===== src/spi_flash_status_consts.vh =====
// Constants for the serial flash status register block.
// Operation
// - Write enable command sets latch; completion clears
// - Status bits one 7:2, two 6:0 non-volatile
// - Suspend, latch, busy are volatile read-only
// - Non-volatile write needs enable, protect bits, pin
// - Volatile shadows govern protection and quad mode
// - Power-up and soft reset reload shadows
// - Volatile enable then write touches shadows and register three only
// - Shadow writes need volatile enable and protection
// - Register three needs volatile enable only, written even when locked
// - Register three configures latency and wrap
// - Reset-enable then reset, on current lane count
// - Parameter table returns fixed sixteenth dword bytes
// - Separate read commands; quad flag second byte
// - No embedded operation while latch clear
`ifndef SPI_FLASH_STATUS_CONSTS_VH
`define SPI_FLASH_STATUS_CONSTS_VH

// Command codes.
`define CMD_WREN      8'h06
`define CMD_WRDI      8'h04
`define CMD_VWREN     8'h50
`define CMD_WRSR      8'h01
`define CMD_RDSR1     8'h05
`define CMD_RDSR2     8'h35
`define CMD_RDSR3     8'h33
`define CMD_DISCOVERABLE_PARAM_TABLE      8'h5a
`define CMD_RSTEN     8'h66
`define CMD_RST       8'h99

// Field positions.
`define SR1_BUSY      0
`define SR1_WEL       1
`define SR1_STATUS_PROTECT_LO      7
`define SR2_STATUS_PROTECT_HI      0
`define SR2_QE        1
`define SR2_CMP       6
`define SR2_SUS       7

// Field masks.
`define SR1_NV_MASK   8'hfc
`define SR2_NV_MASK   8'h7f
`define SR2_VOL_MASK  8'h42
`define SR2_OTP_MASK  8'h3c

// Reset values.
`define SR1_RST       8'h00
`define SR2_RST       8'h04
`define SR3_RST       8'h00

// Lane mode codes.
`define LANE_1        2'h0
`define LANE_2        2'h1
`define LANE_4        2'h2

// Parameter table addresses and data.
`define DISCOVERABLE_PARAM_TABLE_A_3C     24'h00_003c
`define DISCOVERABLE_PARAM_TABLE_A_3D     24'h00_003d
`define DISCOVERABLE_PARAM_TABLE_A_3E     24'h00_003e
`define DISCOVERABLE_PARAM_TABLE_D_3C     8'he8
`define DISCOVERABLE_PARAM_TABLE_D_3D     8'h10
`define DISCOVERABLE_PARAM_TABLE_D_3E     8'hc0
`define DISCOVERABLE_PARAM_TABLE_D_NONE   8'hff

// Non-volatile status write time in system clock cycles.
`define WRSR_CYCLES_DEF 20'h0_03e8

`endif


===== src/pin_sync2.v =====
// Two-stage synchroniser for pins from outside the system clock.
`timescale 1ns/1ps
`default_nettype none

module pin_sync2 #(
	parameter W = 1
) (
	// Clock and reset.
	input  wire         clk_sys,
	input  wire         rst,
	// Asynchronous inputs and their synchronised copies.
	input  wire [W-1:0] d,
	output wire [W-1:0] q
);

	reg [W-1:0] meta_r;
	reg [W-1:0] sync_r;

	// Only the second stage is visible; the first may be metastable.
	always @(posedge clk_sys or posedge rst) begin
		if (rst) begin
			meta_r <= {W{1'b1}};
			sync_r <= {W{1'b1}};
		end else begin
			meta_r <= d;
			sync_r <= meta_r;
		end
	end

	assign q = sync_r;

endmodule
`default_nettype wire


===== src/spi_flash_status_reg_ctrl.v =====
// Status registers, write gating and soft reset of a serial flash.
`timescale 1ns/1ps
`default_nettype none
`include "spi_flash_status_consts.vh"

module spi_flash_status_reg_ctrl #(
	parameter [19:0] WRSR_CYCLES = `WRSR_CYCLES_DEF
) (
	// System clock and reset.
	input  wire       clk_sys,
	input  wire       rst,
	// Serial link pins.
	input  wire       sck,
	input  wire       cs_n,
	input  wire [3:0] io_in,
	output wire [3:0] io_out,
	output wire [3:0] io_oe_n,
	// Operating mode from the device's mode logic.
	input  wire [1:0] lane_mode,
	// Array engine handshake.
	input  wire       op_req,
	input  wire       op_done,
	input  wire       op_busy,
	input  wire       op_suspended,
	output wire       op_start_ok,
	// Live configuration for the rest of the device.
	output wire       status_busy,
	output wire       quad_enable_flag,
	output wire [5:0] prot_cfg,
	output wire [7:0] status_three,
	output wire       soft_reset
);

	localparam [2:0] PH_CMD   = 3'd0;
	localparam [2:0] PH_ADDR  = 3'd1;
	localparam [2:0] PH_DUMMY = 3'd2;
	localparam [2:0] PH_OUT   = 3'd3;
	localparam [2:0] PH_WDATA = 3'd4;
	localparam [2:0] PH_IGN   = 3'd5;

	wire [5:0] pins_s;
	wire       sck_s = pins_s[5];
	wire       cs_s  = pins_s[4];
	wire [3:0] io_s  = pins_s[3:0];

	// Link pins cross into the system clock before any logic reads them.
	pin_sync2 #(
		.W (6)
	) u_sync (
		.clk_sys (clk_sys),
		.rst     (rst),
		.d       ({sck, cs_n, io_in}),
		.q       (pins_s)
	);

	reg        sck_d_r;
	reg        cs_d_r;
	reg  [2:0] phase_r;
	reg  [3:0] cnt_r;
	reg  [7:0] rx_r;
	reg  [7:0] tx_r;
	reg  [7:0] cmd_r;
	reg        cmd_ok_r;
	reg  [23:0] addr_r;
	reg  [1:0] addr_n_r;
	reg  [1:0] wr_n_r;
	reg  [7:0] wd1_r;
	reg  [7:0] wd2_r;
	reg  [7:0] wd3_r;
	reg  [7:0] nv1_r;
	reg  [7:0] nv2_r;
	reg  [7:0] sh1_r;
	reg  [7:0] sh2_r;
	reg  [7:0] sr3_r;
	reg        wel_r;
	reg        vwe_r;
	reg        rsten_r;
	reg        wr_busy_r;
	reg  [19:0] wr_cnt_r;
	reg  [7:0] pend1_r;
	reg  [7:0] pend2_r;
	reg  [3:0] io_out_r;
	reg  [3:0] io_oe_n_r;
	reg        op_start_ok_r;
	reg        status_busy_r;
	reg        quad_r;
	reg  [5:0] prot_r;
	reg  [7:0] sr3_out_r;
	reg        soft_reset_r;

	reg  [7:0] rx_nxt;
	reg  [3:0] step;
	reg  [7:0] discoverable_param_table_byte;
	reg  [7:0] nv2_nxt;

	wire sck_rise = sck_s & ~sck_d_r;
	wire sck_fall = ~sck_s & sck_d_r;
	wire cs_end   = cs_s & ~cs_d_r;
	wire active   = ~cs_s;
	wire [3:0] cnt_nxt   = cnt_r + step;
	wire       byte_done = cnt_nxt[3];
	wire       busy      = wr_busy_r | op_busy;
	wire       wp_n      = io_s[2];

	// protect bits plus pin
	// Pin protection only counts while quad mode is off in the shadow.
	wire locked = nv2_r[`SR2_STATUS_PROTECT_HI] | (nv1_r[`SR1_STATUS_PROTECT_LO] & ~sh2_r[`SR2_QE] & ~wp_n);

	// volatile read-only bits
	// Busy, latch and suspend come from live control state, never storage.
	wire [7:0] sr1_view = {sh1_r[7:2], wel_r, busy};
	wire [7:0] sr2_view = {op_suspended, sh2_r[`SR2_CMP], nv2_r[5:2], sh2_r[`SR2_QE], nv2_r[`SR2_STATUS_PROTECT_HI]};

	// lane-dependent bit assembly
	// Commands arrive on as many lanes as the current mode uses.
	always @* begin
		case (lane_mode)
			`LANE_2: begin
				rx_nxt = {rx_r[5:0], io_s[1:0]};
				step   = 4'h2;
			end
			`LANE_4: begin
				rx_nxt = {rx_r[3:0], io_s[3:0]};
				step   = 4'h4;
			end
			default: begin
				rx_nxt = {rx_r[6:0], io_s[0]};
				step   = 4'h1;
			end
		endcase
	end

	// fixed sixteenth dword
	// Only the reset and addressing bytes are held; other bytes read erased.
	always @* begin
		case (addr_r)
			`DISCOVERABLE_PARAM_TABLE_A_3C: discoverable_param_table_byte = `DISCOVERABLE_PARAM_TABLE_D_3C;
			`DISCOVERABLE_PARAM_TABLE_A_3D: discoverable_param_table_byte = `DISCOVERABLE_PARAM_TABLE_D_3D;
			`DISCOVERABLE_PARAM_TABLE_A_3E: discoverable_param_table_byte = `DISCOVERABLE_PARAM_TABLE_D_3E;
			default:    discoverable_param_table_byte = `DISCOVERABLE_PARAM_TABLE_D_NONE;
		endcase
	end

	// lock bits are set-only
	// One-time lock bits can be set but never cleared by a write.
	always @* begin
		nv2_nxt = (pend2_r & `SR2_NV_MASK & ~`SR2_OTP_MASK) |
			((pend2_r | nv2_r) & `SR2_OTP_MASK);
	end

	// Serial front end: edge tracking, phase machine and byte assembly.
	always @(posedge clk_sys or posedge rst) begin
		if (rst) begin
			sck_d_r   <= 1'b1;
			cs_d_r    <= 1'b1;
			phase_r   <= PH_CMD;
			cnt_r     <= 4'h0;
			rx_r      <= 8'h00;
			tx_r      <= 8'h00;
			cmd_r     <= 8'h00;
			cmd_ok_r  <= 1'b0;
			addr_r    <= 24'h00_0000;
			addr_n_r  <= 2'h0;
			wr_n_r    <= 2'h0;
			wd1_r     <= 8'h00;
			wd2_r     <= 8'h00;
			wd3_r     <= 8'h00;
			io_out_r  <= 4'h0;
			io_oe_n_r <= 4'hf;
		end else begin
			sck_d_r <= sck_s;
			cs_d_r  <= cs_s;
			if (!active) begin
				phase_r   <= PH_CMD;
				cnt_r     <= 4'h0;
				cmd_ok_r  <= cs_end ? cmd_ok_r : 1'b0;
				addr_n_r  <= 2'h0;
				wr_n_r    <= cs_end ? wr_n_r : 2'h0;
				io_oe_n_r <= 4'hf;
			end else if (sck_rise) begin
				rx_r  <= rx_nxt;
				cnt_r <= byte_done ? 4'h0 : cnt_nxt;
				if (byte_done) begin
					case (phase_r)
						PH_CMD: begin
							cmd_r    <= rx_nxt;
							cmd_ok_r <= 1'b1;
							case (rx_nxt)
								`CMD_RDSR1: begin
									tx_r    <= sr1_view;
									phase_r <= PH_OUT;
								end
								`CMD_RDSR2: begin
									tx_r    <= sr2_view;
									phase_r <= PH_OUT;
								end
								`CMD_RDSR3: begin
									tx_r    <= sr3_r;
									phase_r <= PH_OUT;
								end
								`CMD_DISCOVERABLE_PARAM_TABLE:  phase_r <= PH_ADDR;
								`CMD_WRSR:  phase_r <= PH_WDATA;
								default:    phase_r <= PH_IGN;
							endcase
						end
						PH_ADDR: begin
							addr_r   <= {addr_r[15:0], rx_nxt};
							addr_n_r <= addr_n_r + 2'h1;
							if (addr_n_r == 2'h2) begin
								phase_r <= PH_DUMMY;
							end
						end
						PH_DUMMY: begin
							tx_r    <= discoverable_param_table_byte;
							addr_r  <= addr_r + 24'h00_0001;
							phase_r <= PH_OUT;
						end
						PH_OUT: begin
							// Status reads repeat the live value until the frame ends.
							case (cmd_r)
								`CMD_RDSR1: tx_r <= sr1_view;
								`CMD_RDSR2: tx_r <= sr2_view;
								`CMD_RDSR3: tx_r <= sr3_r;
								default: begin
									tx_r   <= discoverable_param_table_byte;
									addr_r <= addr_r + 24'h00_0001;
								end
							endcase
						end
						PH_WDATA: begin
							case (wr_n_r)
								2'h0:    wd1_r <= rx_nxt;
								2'h1:    wd2_r <= rx_nxt;
								2'h2:    wd3_r <= rx_nxt;
								default: wd3_r <= wd3_r;
							endcase
							if (wr_n_r != 2'h3) begin
								wr_n_r <= wr_n_r + 2'h1;
							end
						end
						default: phase_r <= phase_r;
					endcase
				end
			end else if (sck_fall && phase_r == PH_OUT) begin
				// Data changes on the falling edge so the host samples it stable.
				case (lane_mode)
					`LANE_2: begin
						io_out_r  <= {2'b00, tx_r[7:6]};
						io_oe_n_r <= 4'hc;
						tx_r      <= {tx_r[5:0], 2'b00};
					end
					`LANE_4: begin
						io_out_r  <= tx_r[7:4];
						io_oe_n_r <= 4'h0;
						tx_r      <= {tx_r[3:0], 4'h0};
					end
					default: begin
						io_out_r  <= {2'b00, tx_r[7], 1'b0};
						io_oe_n_r <= 4'hd;
						tx_r      <= {tx_r[6:0], 1'b0};
					end
				endcase
			end
		end
	end

	// Command execution at frame end, status storage and write timing.
	always @(posedge clk_sys or posedge rst) begin
		if (rst) begin
			nv1_r        <= `SR1_RST;
			nv2_r        <= `SR2_RST;
			sh1_r        <= `SR1_RST;
			sh2_r        <= `SR2_RST;
			sr3_r        <= `SR3_RST;
			wel_r        <= 1'b0;
			vwe_r        <= 1'b0;
			rsten_r      <= 1'b0;
			wr_busy_r    <= 1'b0;
			wr_cnt_r     <= 20'h0_0000;
			pend1_r      <= 8'h00;
			pend2_r      <= 8'h00;
			soft_reset_r <= 1'b0;
		end else begin
			soft_reset_r <= 1'b0;
			if (op_done) begin
				wel_r <= 1'b0;
			end
			if (wr_busy_r) begin
				wr_cnt_r <= wr_cnt_r - 20'h0_0001;
				if (wr_cnt_r == 20'h0_0001) begin
					wr_busy_r <= 1'b0;
					wel_r     <= 1'b0;
					nv1_r     <= (nv1_r & ~`SR1_NV_MASK) | (pend1_r & `SR1_NV_MASK);
					nv2_r     <= nv2_nxt;
					sh1_r     <= pend1_r & `SR1_NV_MASK;
					sh2_r     <= nv2_nxt & `SR2_VOL_MASK;
				end
			end
			if (cs_end) begin
				// Enable prefixes only reach the very next frame.
				vwe_r   <= 1'b0;
				rsten_r <= 1'b0;
			end
			// Partial bytes or a frame without a command do nothing.
			if (cs_end && cmd_ok_r && cnt_r == 4'h0 && !wr_busy_r) begin
				case (cmd_r)
					`CMD_WREN:  wel_r   <= 1'b1;
					`CMD_WRDI:  wel_r   <= 1'b0;
					`CMD_VWREN: vwe_r   <= 1'b1;
					`CMD_RSTEN: rsten_r <= 1'b1;
					`CMD_RST: begin
						if (rsten_r) begin
							sh1_r        <= nv1_r & `SR1_NV_MASK;
							sh2_r        <= nv2_r & `SR2_VOL_MASK;
							sr3_r        <= `SR3_RST;
							wel_r        <= 1'b0;
							soft_reset_r <= 1'b1;
						end
					end
					`CMD_WRSR: begin
						if (wr_n_r != 2'h0 && vwe_r) begin
							if (!locked) begin
								sh1_r <= wd1_r & `SR1_NV_MASK;
								if (wr_n_r != 2'h1) begin
									sh2_r <= wd2_r & `SR2_VOL_MASK;
								end
							end
							if (wr_n_r == 2'h3) begin
								sr3_r <= wd3_r;
							end
						end else if (wr_n_r != 2'h0 && wel_r && !locked) begin
							pend1_r   <= wd1_r;
							pend2_r   <= (wr_n_r == 2'h1) ? nv2_r : wd2_r;
							wr_busy_r <= 1'b1;
							wr_cnt_r  <= WRSR_CYCLES;
						end
					end
					default: wel_r <= wel_r;
				endcase
			end
		end
	end

	// Registered copies of the live state for the rest of the device.
	always @(posedge clk_sys or posedge rst) begin
		if (rst) begin
			op_start_ok_r <= 1'b0;
			status_busy_r <= 1'b0;
			quad_r        <= 1'b0;
			prot_r        <= 6'h00;
			sr3_out_r     <= `SR3_RST;
		end else begin
			op_start_ok_r <= op_req & wel_r & ~busy;
			status_busy_r <= busy;
			quad_r        <= sh2_r[`SR2_QE];
			prot_r        <= {sh2_r[`SR2_CMP], sh1_r[6:2]};
			sr3_out_r     <= sr3_r;
		end
	end

	assign io_out           = io_out_r;
	assign io_oe_n          = io_oe_n_r;
	assign op_start_ok      = op_start_ok_r;
	assign status_busy      = status_busy_r;
	assign quad_enable_flag = quad_r;
	assign prot_cfg         = prot_r;
	assign status_three     = sr3_out_r;
	assign soft_reset       = soft_reset_r;

endmodule
`default_nettype wire


===== config.mk =====
export PLATFORM = sky130hd
export DESIGN_NAME = spi_flash_status_reg_ctrl
export DESIGN_NICKNAME = d
export VERILOG_FILES = /design/src/pin_sync2.v /design/src/spi_flash_status_reg_ctrl.v
export VERILOG_INCLUDE_DIRS = /design/src /design/src/src
export SDC_FILE = /design/constraint.sdc
export NUM_CORES = 1
export LEC_CHECK = 0
export BUFFER_PORTS_ARGS = -buffer_cell sky130_fd_sc_hd__buf_4
export CORE_ASPECT_RATIO = 1.2
export CORE_UTILIZATION = 60
export DETAILED_ROUTE_END_ITERATION = 6
export PLACE_DENSITY = 0.82
export SETUP_SLACK_MARGIN = 0.1
export SYNTH_ARGS = -nofsm -noshare
export SYNTH_HDL_FRONTEND = slang
export SYNTH_SLANG_ARGS = --single-unit
export TNS_END_PERCENT = 1

===== constraint.sdc =====
create_clock -name clk_sys -period 7.1 [get_ports clk_sys]
set_input_delay 0.71 -clock clk_sys [delete_from_list [all_inputs] [get_ports clk_sys]]
set_output_delay 0.71 -clock clk_sys [all_outputs]
set_load 0.01 [all_outputs]

# [After elaboration in Yosys (flattened, before gate mapping)]
# Cells that the tools add are included.
[op_classes] n_mux=87 n_reduce_logical=43 add_sub_neg=5 bitwise=21 n_eq_ne=41
[ops] cell="$mux 8" n=19
[ops] cell="$mux 20" n=5
[ops] cell="$pmux 8 s3" n=4
[ops] cell="$pmux 8 s2" n=5
[ops] cell="$eq 24x6->1 const B" n=3
[ops] cell="$pmux 24 s3" n=1
[ops] cell="$reduce_and 5->1" n=7
[ops] cell="$eq 8x3->1 const B" n=4
[ops] cell="$eq 8x6->1 const B" n=4
[ops] cell="$mux 1" n=25
[ops] cell="$add 24x1->24 const B" n=1
[ops] cell="$eq 8x7->1 const B" n=3
[ops] cell="$mux 24" n=1
[ops] cell="$eq 20x1->1 const B" n=1
[ops] cell="$mux 2" n=10
[ops] cell="$mux 4" n=5
[ops] cell="$reduce_bool 2->1" n=10
[ops] cell="$sub 20x1->20 const B" n=1
[ops] cell="$pmux 3 s3" n=2
[ops] cell="$eq 8x1->1 const B" n=2
[ops] cell="$pmux 4 s2" n=2
[ops] cell="$reduce_and 4->1" n=4
[ops] cell="$mux 3" n=5
[ops] cell="$ne 2x2->1 const B" n=6
[ops] cell="32 further kinds" n=67
[totals] ff_bits=200

# [Depth between registers and ports, before layout]
[depth] depth_word=10 depth_mapped=12 depth_no_buf=10

# [Hierarchy]
# Synthesis repeated with hierarchy kept, for this count alone.
[hier_totals] cells_unflattened=961 hier_area_um2=9138.8
[modules_own_cells] mod="spi_flash_status_reg_ctrl" n_inst=1 cells_each=948 area_each_um2=8819.7
[modules_own_cells] mod="pin_sync2" n_inst=1 cells_each=13 area_each_um2=319.1

# [Worst setup path after synthesis]
# Ideal clock, no wire load.
[synth_timing] path_type="input to register" startpoint="input port lane_mode[0]" endpoint="register tx_r[4]" arrival_ns=2.665 n_path_buf=2 path_stages=11 path_slack_ns=4.314 setup_time_ns=0.121 required_time_ns=6.979 path_cell_list="inv_1 ha_1 buf_2 inv_2 o21ai_2 buf_4 nor4_2 nand2_2 a221oi_1 a211oi_2 o22a_1"
[synth_between] elab_chain_len=7
[synth_rtl] item="start, declared" line_no="spi_flash_status_reg_ctrl.v:19" text="input wire [1:0] lane_mode,"
[synth_rtl] item="$eq 2x2->1 or $eq 2x1->1 (tied branches)" line_no="spi_flash_status_reg_ctrl.v:117, spi_flash_status_reg_ctrl.v:246"
[synth_rtl] item="$pmux 8 s2" line_no="spi_flash_status_reg_ctrl.v:117" text="case (lane_mode)"
[synth_rtl] item="$eq 8x6->1 or $eq 8x3->1 (tied branches)" line_no="spi_flash_status_reg_ctrl.v:188" text="case (rx_nxt)"
[synth_rtl] item="$pmux 8 s3" line_no="spi_flash_status_reg_ctrl.v:188"
[synth_rtl] item="$pmux 8 s3" line_no="spi_flash_status_reg_ctrl.v:184" text="case (phase_r)"
[synth_rtl] item="$mux 8" line_no="spi_flash_status_reg_ctrl.v:183" text="if (byte_done) begin"
[synth_rtl] item="$mux 8" line_no="spi_flash_status_reg_ctrl.v:180" text="end else if (sck_rise) begin"
[synth_rtl] item="end signal, assigned" line_no="spi_flash_status_reg_ctrl.v:190" text="tx_r <= sr1_view;"
[synth_rtl] item="end signal, assigned" line_no="spi_flash_status_reg_ctrl.v:194" text="tx_r <= sr2_view;"
[synth_rtl] item="end signal, assigned" line_no="spi_flash_status_reg_ctrl.v:198" text="tx_r <= sr3_r;"
[synth_rtl] item="end, declared" line_no="spi_flash_status_reg_ctrl.v:61" text="reg [7:0] tx_r;"
# Parallel ways exist; a longest one is shown, timed or not. The select of a mux whose other input is x is not followed.
# A chain may end at the register's enable or synchronous reset.

# [Worst setup path in the final report]
# Ends and elaborated chain as after synthesis.

==> results <==
- In the final routed layout, each cell accounts on average for 19.7 um.
- The routed layout has 7435 vias.
- By startpoint and endpoint, the worst setup path is classified as primary input to flop.
- The startpoint of the worst setup timing path is lane_mode[0].
- The post-cts hold buffer count is 0.
- Max-cap violations in this run came to 0.
- In the finished design, the share of the clock period the worst path needs comes to 0.521.
- The cell with the largest stage delay on the worst path is nor4_2.
- The source-to-sink clock delay at the later pin of the worst-skew pair is 440 ps.
- The floorplan has 48 rows.
- Setup violations remaining at the end of the flow were counted as 0.
- The arithmetic-cell share of the synthesized area counting full adders, half adders and majority gates is 0.0256.
- The post-route total power is 2.32 mW.
- After synthesis, the share of flip-flops with an asynchronous set or reset is 1.00.
- The leading register cell type out of synthesis is dfrtp_1.
- After synthesis, the share of cell area in mux cells is 0.0215.
- The clock tree from TritonCTS is built.
- The startpoint of the worst-slack reg-to-reg timing path is cmd_r[4]$_DFFE_PP0P_.
- The compound-cell area share of the yosys netlist is 0.193.
- Hold is met by 320 ps.
- A synthesized cell averages 9.60 um^2.
- The endpoint arrival time on the critical path is 4030 ps.
- The vias per cell is 6.36.
- The post-synthesis cell count is 946.
- The number of buffers created by CTS is 17.
- The count of flip-flops with a built-in enable after synthesis is 0.
- The endpoint identified for the worst register-to-register timing path is sh1_r[7]$_DFF_PP0_.
- The layout-stage area growth over the synthesis result is 10.7%.
- The via count of the first global-routing pass is 7169.
- When the netlist entered floorplanning its net count stood at 978.
- The critical path crosses 10 cells after its start point.
- The register-to-register path setup slack is 4080 ps.
- Entering global routing, the biggest net connects 69 pins.
- The cell taking the most area after synthesis is dfrtp_1.
- Traced cell by cell, the critical path runs through buf_4 > inv_1 > ha_1 > a221o_1 > o21ai_2 > nor4_2 > nand2_2 > a221oi_1 > a211oi_2 > o22a_1.
- The type of the worst min-delay path is primary input to asynchronous set/reset pin.
- STA classifies the critical path startpoint as a primary input.
- Timing analysis after detailed placement gives a worst setup slack of 3010 ps.
- The number of antenna violations at the first check in global routing is 0.
- Power spread over the standard cell area amounts to 230 nW/um^2.
- The combined buffer and inverter count along the critical path is 2.
- The leakage power of the design is 4.47 nW.
- The count of boundary I/O pins is 40.
- The final layout contains 988 nets.
- By count the netlist is led by dfrtp_1, nand2_1, nor2_1, o21ai_0, a21oi_1.
- The post-CTS setup repair buffer count is 0.
- No sink is reached through more buffers than the 2 on the longest clock path.
- The element type at the critical path end is a flop.
- In the routed design, unresolved DRC markers number 0.
- The number of sinks handled by clock tree synthesis is 184.
- The headroom to the max-slew limit is 0.240.
- The most frequent cell after synthesis is dfrtp_1.
- The number of max-slew violations in the final report is 0.
- For this run, the total global-route usage over all layers was measured as 0.314.
- The overall die area is 15600 um^2.
- The most critical setup path has its endpoint at tx_r[4]$_DFFE_PP0P_.
- The starting DRC count in detailed routing is 830.
- On the critical path the largest part of the delay comes from simple AND/OR/NAND/NOR gates.
- The peak per-stage delay on the critical path is 1010 ps.
- By area, the combinational part of the netlist is dominated by compound AO/OA/AOI/OAI gates.
- In this run the cell area measured after placement is 9420 um^2.
- Once detail routing completed, the nets flagged for antenna violations numbered 0.
- The H-tree depth reported by CTS is 4.
- The synthesis warning total is 0.
- The final sum of negative setup slack is 0 ps.
- In this run, distinct cell masters in the synthesized netlist total 81.
- The mapped netlist covers 9080 um^2.
- The highest clock frequency the design can meet is 0.270 GHz.
- The peak ir drop on the vdd network is 165 uV.
- The simple-gate share of the synthesized area is 0.190.
- The top fanout value on the critical path is 29.
- Gates resized during post-CTS repair numbered 0.
- Summing all non-filler instances in the final layout gives an area of 10100 um^2.
- By area the synthesized netlist is led by dfrtp_1, nand2_1, dfstp_2.
- The wire length of the first global-routing pass is 37000 um.
- The final critical path time including I/O delays and setup is 3700 ps.
- In this run the standard cell core region covers 14600 um^2.
- Global routing finished with a remaining overflow of 0.
- In the final layout, the share of cells above drive strength 1 is 0.132.
- The minimum setup slack in the final design is 3400 ps.
- Routability-driven placement finished with a final weighted congestion of 0.993.
- The actual slew at the worst max-slew pin is 1140 ps.
- Of the synthesized area, sequential elements account for 0.509.
- Setup repair after global routing left no endpoint under its margin.
- The number of flip-flops and latches in the synthesized netlist is 184.
- After clock tree synthesis, the clock-pin slew on the worst setup and hold paths is 70 ps.
- Before antenna repair, the detailed router went through 5 iterations.
- 0 antenna diodes ended up in the layout.
- After detailed routing, the total wire length is 23000 um.
- The vertical die dimension is 137 um.
- The initial standard-cell utilization of the core is 0.622.
- Of the total synthesized cell area, the portion taken by XOR and XNOR cells is 0.0212.
- The cell count of the worst reg-to-reg path is 5.
- The number of buffer cells added on primary ports is 39.
- The die extent in x is 114 um.
- The required arrival time at the worst endpoint is 7430 ps.
- The clock root buffer is clkbuf_16.
- Across the routed clock network, the largest skew measured is 10.2 ps.
- Detailed placement ended at an HPWL of 15600 um.
- The flow ran to the end, and the final reports show no timing, DRC or antenna violations.
- The number of hold violations in the final report was 0.
- The proportion of netlist area held by the largest area contributor is 0.457.
kinds of logic (layout without fill, tap and decap cells):
kind of cell / after synthesis / after routing
mux: 19 / 19
buf+inv: 75 / 98
xor+xnor: 22 / 22
simple gates: 367 / 367
compound gates: 261 / 261
fa+ha+maj: 18 / 18
flops: 184 / 184
per-stage QoR:
step	cells	util
detailed placement	1137	0.646
floorplan	946	-
global placement	1137	0.646
CTS	1169	0.689
global route	1169	0.689
finish	1169	0.689
sequential cells by signal, summed over array words and instances, names as in the netlist, 7 cells and up:
register and count:
sr3_r 8, rx_r 7, wd2_r 7, cmd_r 8, tx_r 8, status_three 8, pend2_r 7, wd3_r 8
addr_r 24, wr_cnt_r 20, nv2_r 7
layer usage:
metal | global-route usage | wire length (um) | part of all wire | vias up
met4 | 0.175 | 1090 | 0.047 | 0
met5 | 0 | 0 | 0 | -
met1 | 0.386 | 9030 | 0.39 | 3649
li1 | - | - | - | 3411
met3 | 0.0620 | 1550 | 0.067 | 66
met2 | 0.521 | 11300 | 0.49 | 309
layout make-up:
type                    count  area, um^2
clock buffers              20         447
clock inverters            12         189
fillers                  1098        4540
inverters                  21        83.8
multi-input cells         687        4120
flip-flops and latches    184        4630
well taps                 200         250
repair buffers             45         338
cell usage in the layout, fill, tap and decap left out, drive strengths merged, types with 16 or more instances in the layout:
cell type  Yosys  routed
buf           29      45
clkbuf        25      20
ha            17      17
a21oi         53      53
dfrtp        166     166
dfstp         18      18
nand2        161     161
nand3         28      28
nor3          17      17
inv           21      25
xnor2         16      16
o21ai         88      88
nor4          16      16
nor2          85      85
how the worst min path moves through the flow:
stage	cells past startpoint	end	slack, ps	from
6_report	2	status_three[6]$_DFF_PP0_	320	rst
5_1_grt	1	u_sync.meta_r[2]$_DFF_PP1_	360	io_in[2]
4_1_cts	2	wd3_r[2]$_DFFE_PP0P_	350	rst
3_5_place_dp	0	u_sync.q[0]$_DFF_PP1_	350	u_sync.meta_r[0]$_DFF_PP1_
3_3_place_gp	0	u_sync.q[5]$_DFF_PP1_	350	u_sync.meta_r[5]$_DFF_PP1_
2_1_floorplan	0	u_sync.q[0]$_DFF_PP1_	350	u_sync.meta_r[0]$_DFF_PP1_
power by group:
| group | total, mW | leakage, nW | internal, mW | switching, mW |
|---|---|---|---|---|
| sequential | 1.11 | 2.45 | 1.08 | 0.0366 |
| clock | 1.02 | 0.312 | 0.606 | 0.418 |
| combinational | 0.177 | 1.71 | 0.0551 | 0.122 |
| total | 2.32 | 4.47 | 1.74 | 0.576 |
(Power assumes the default switching activity.)
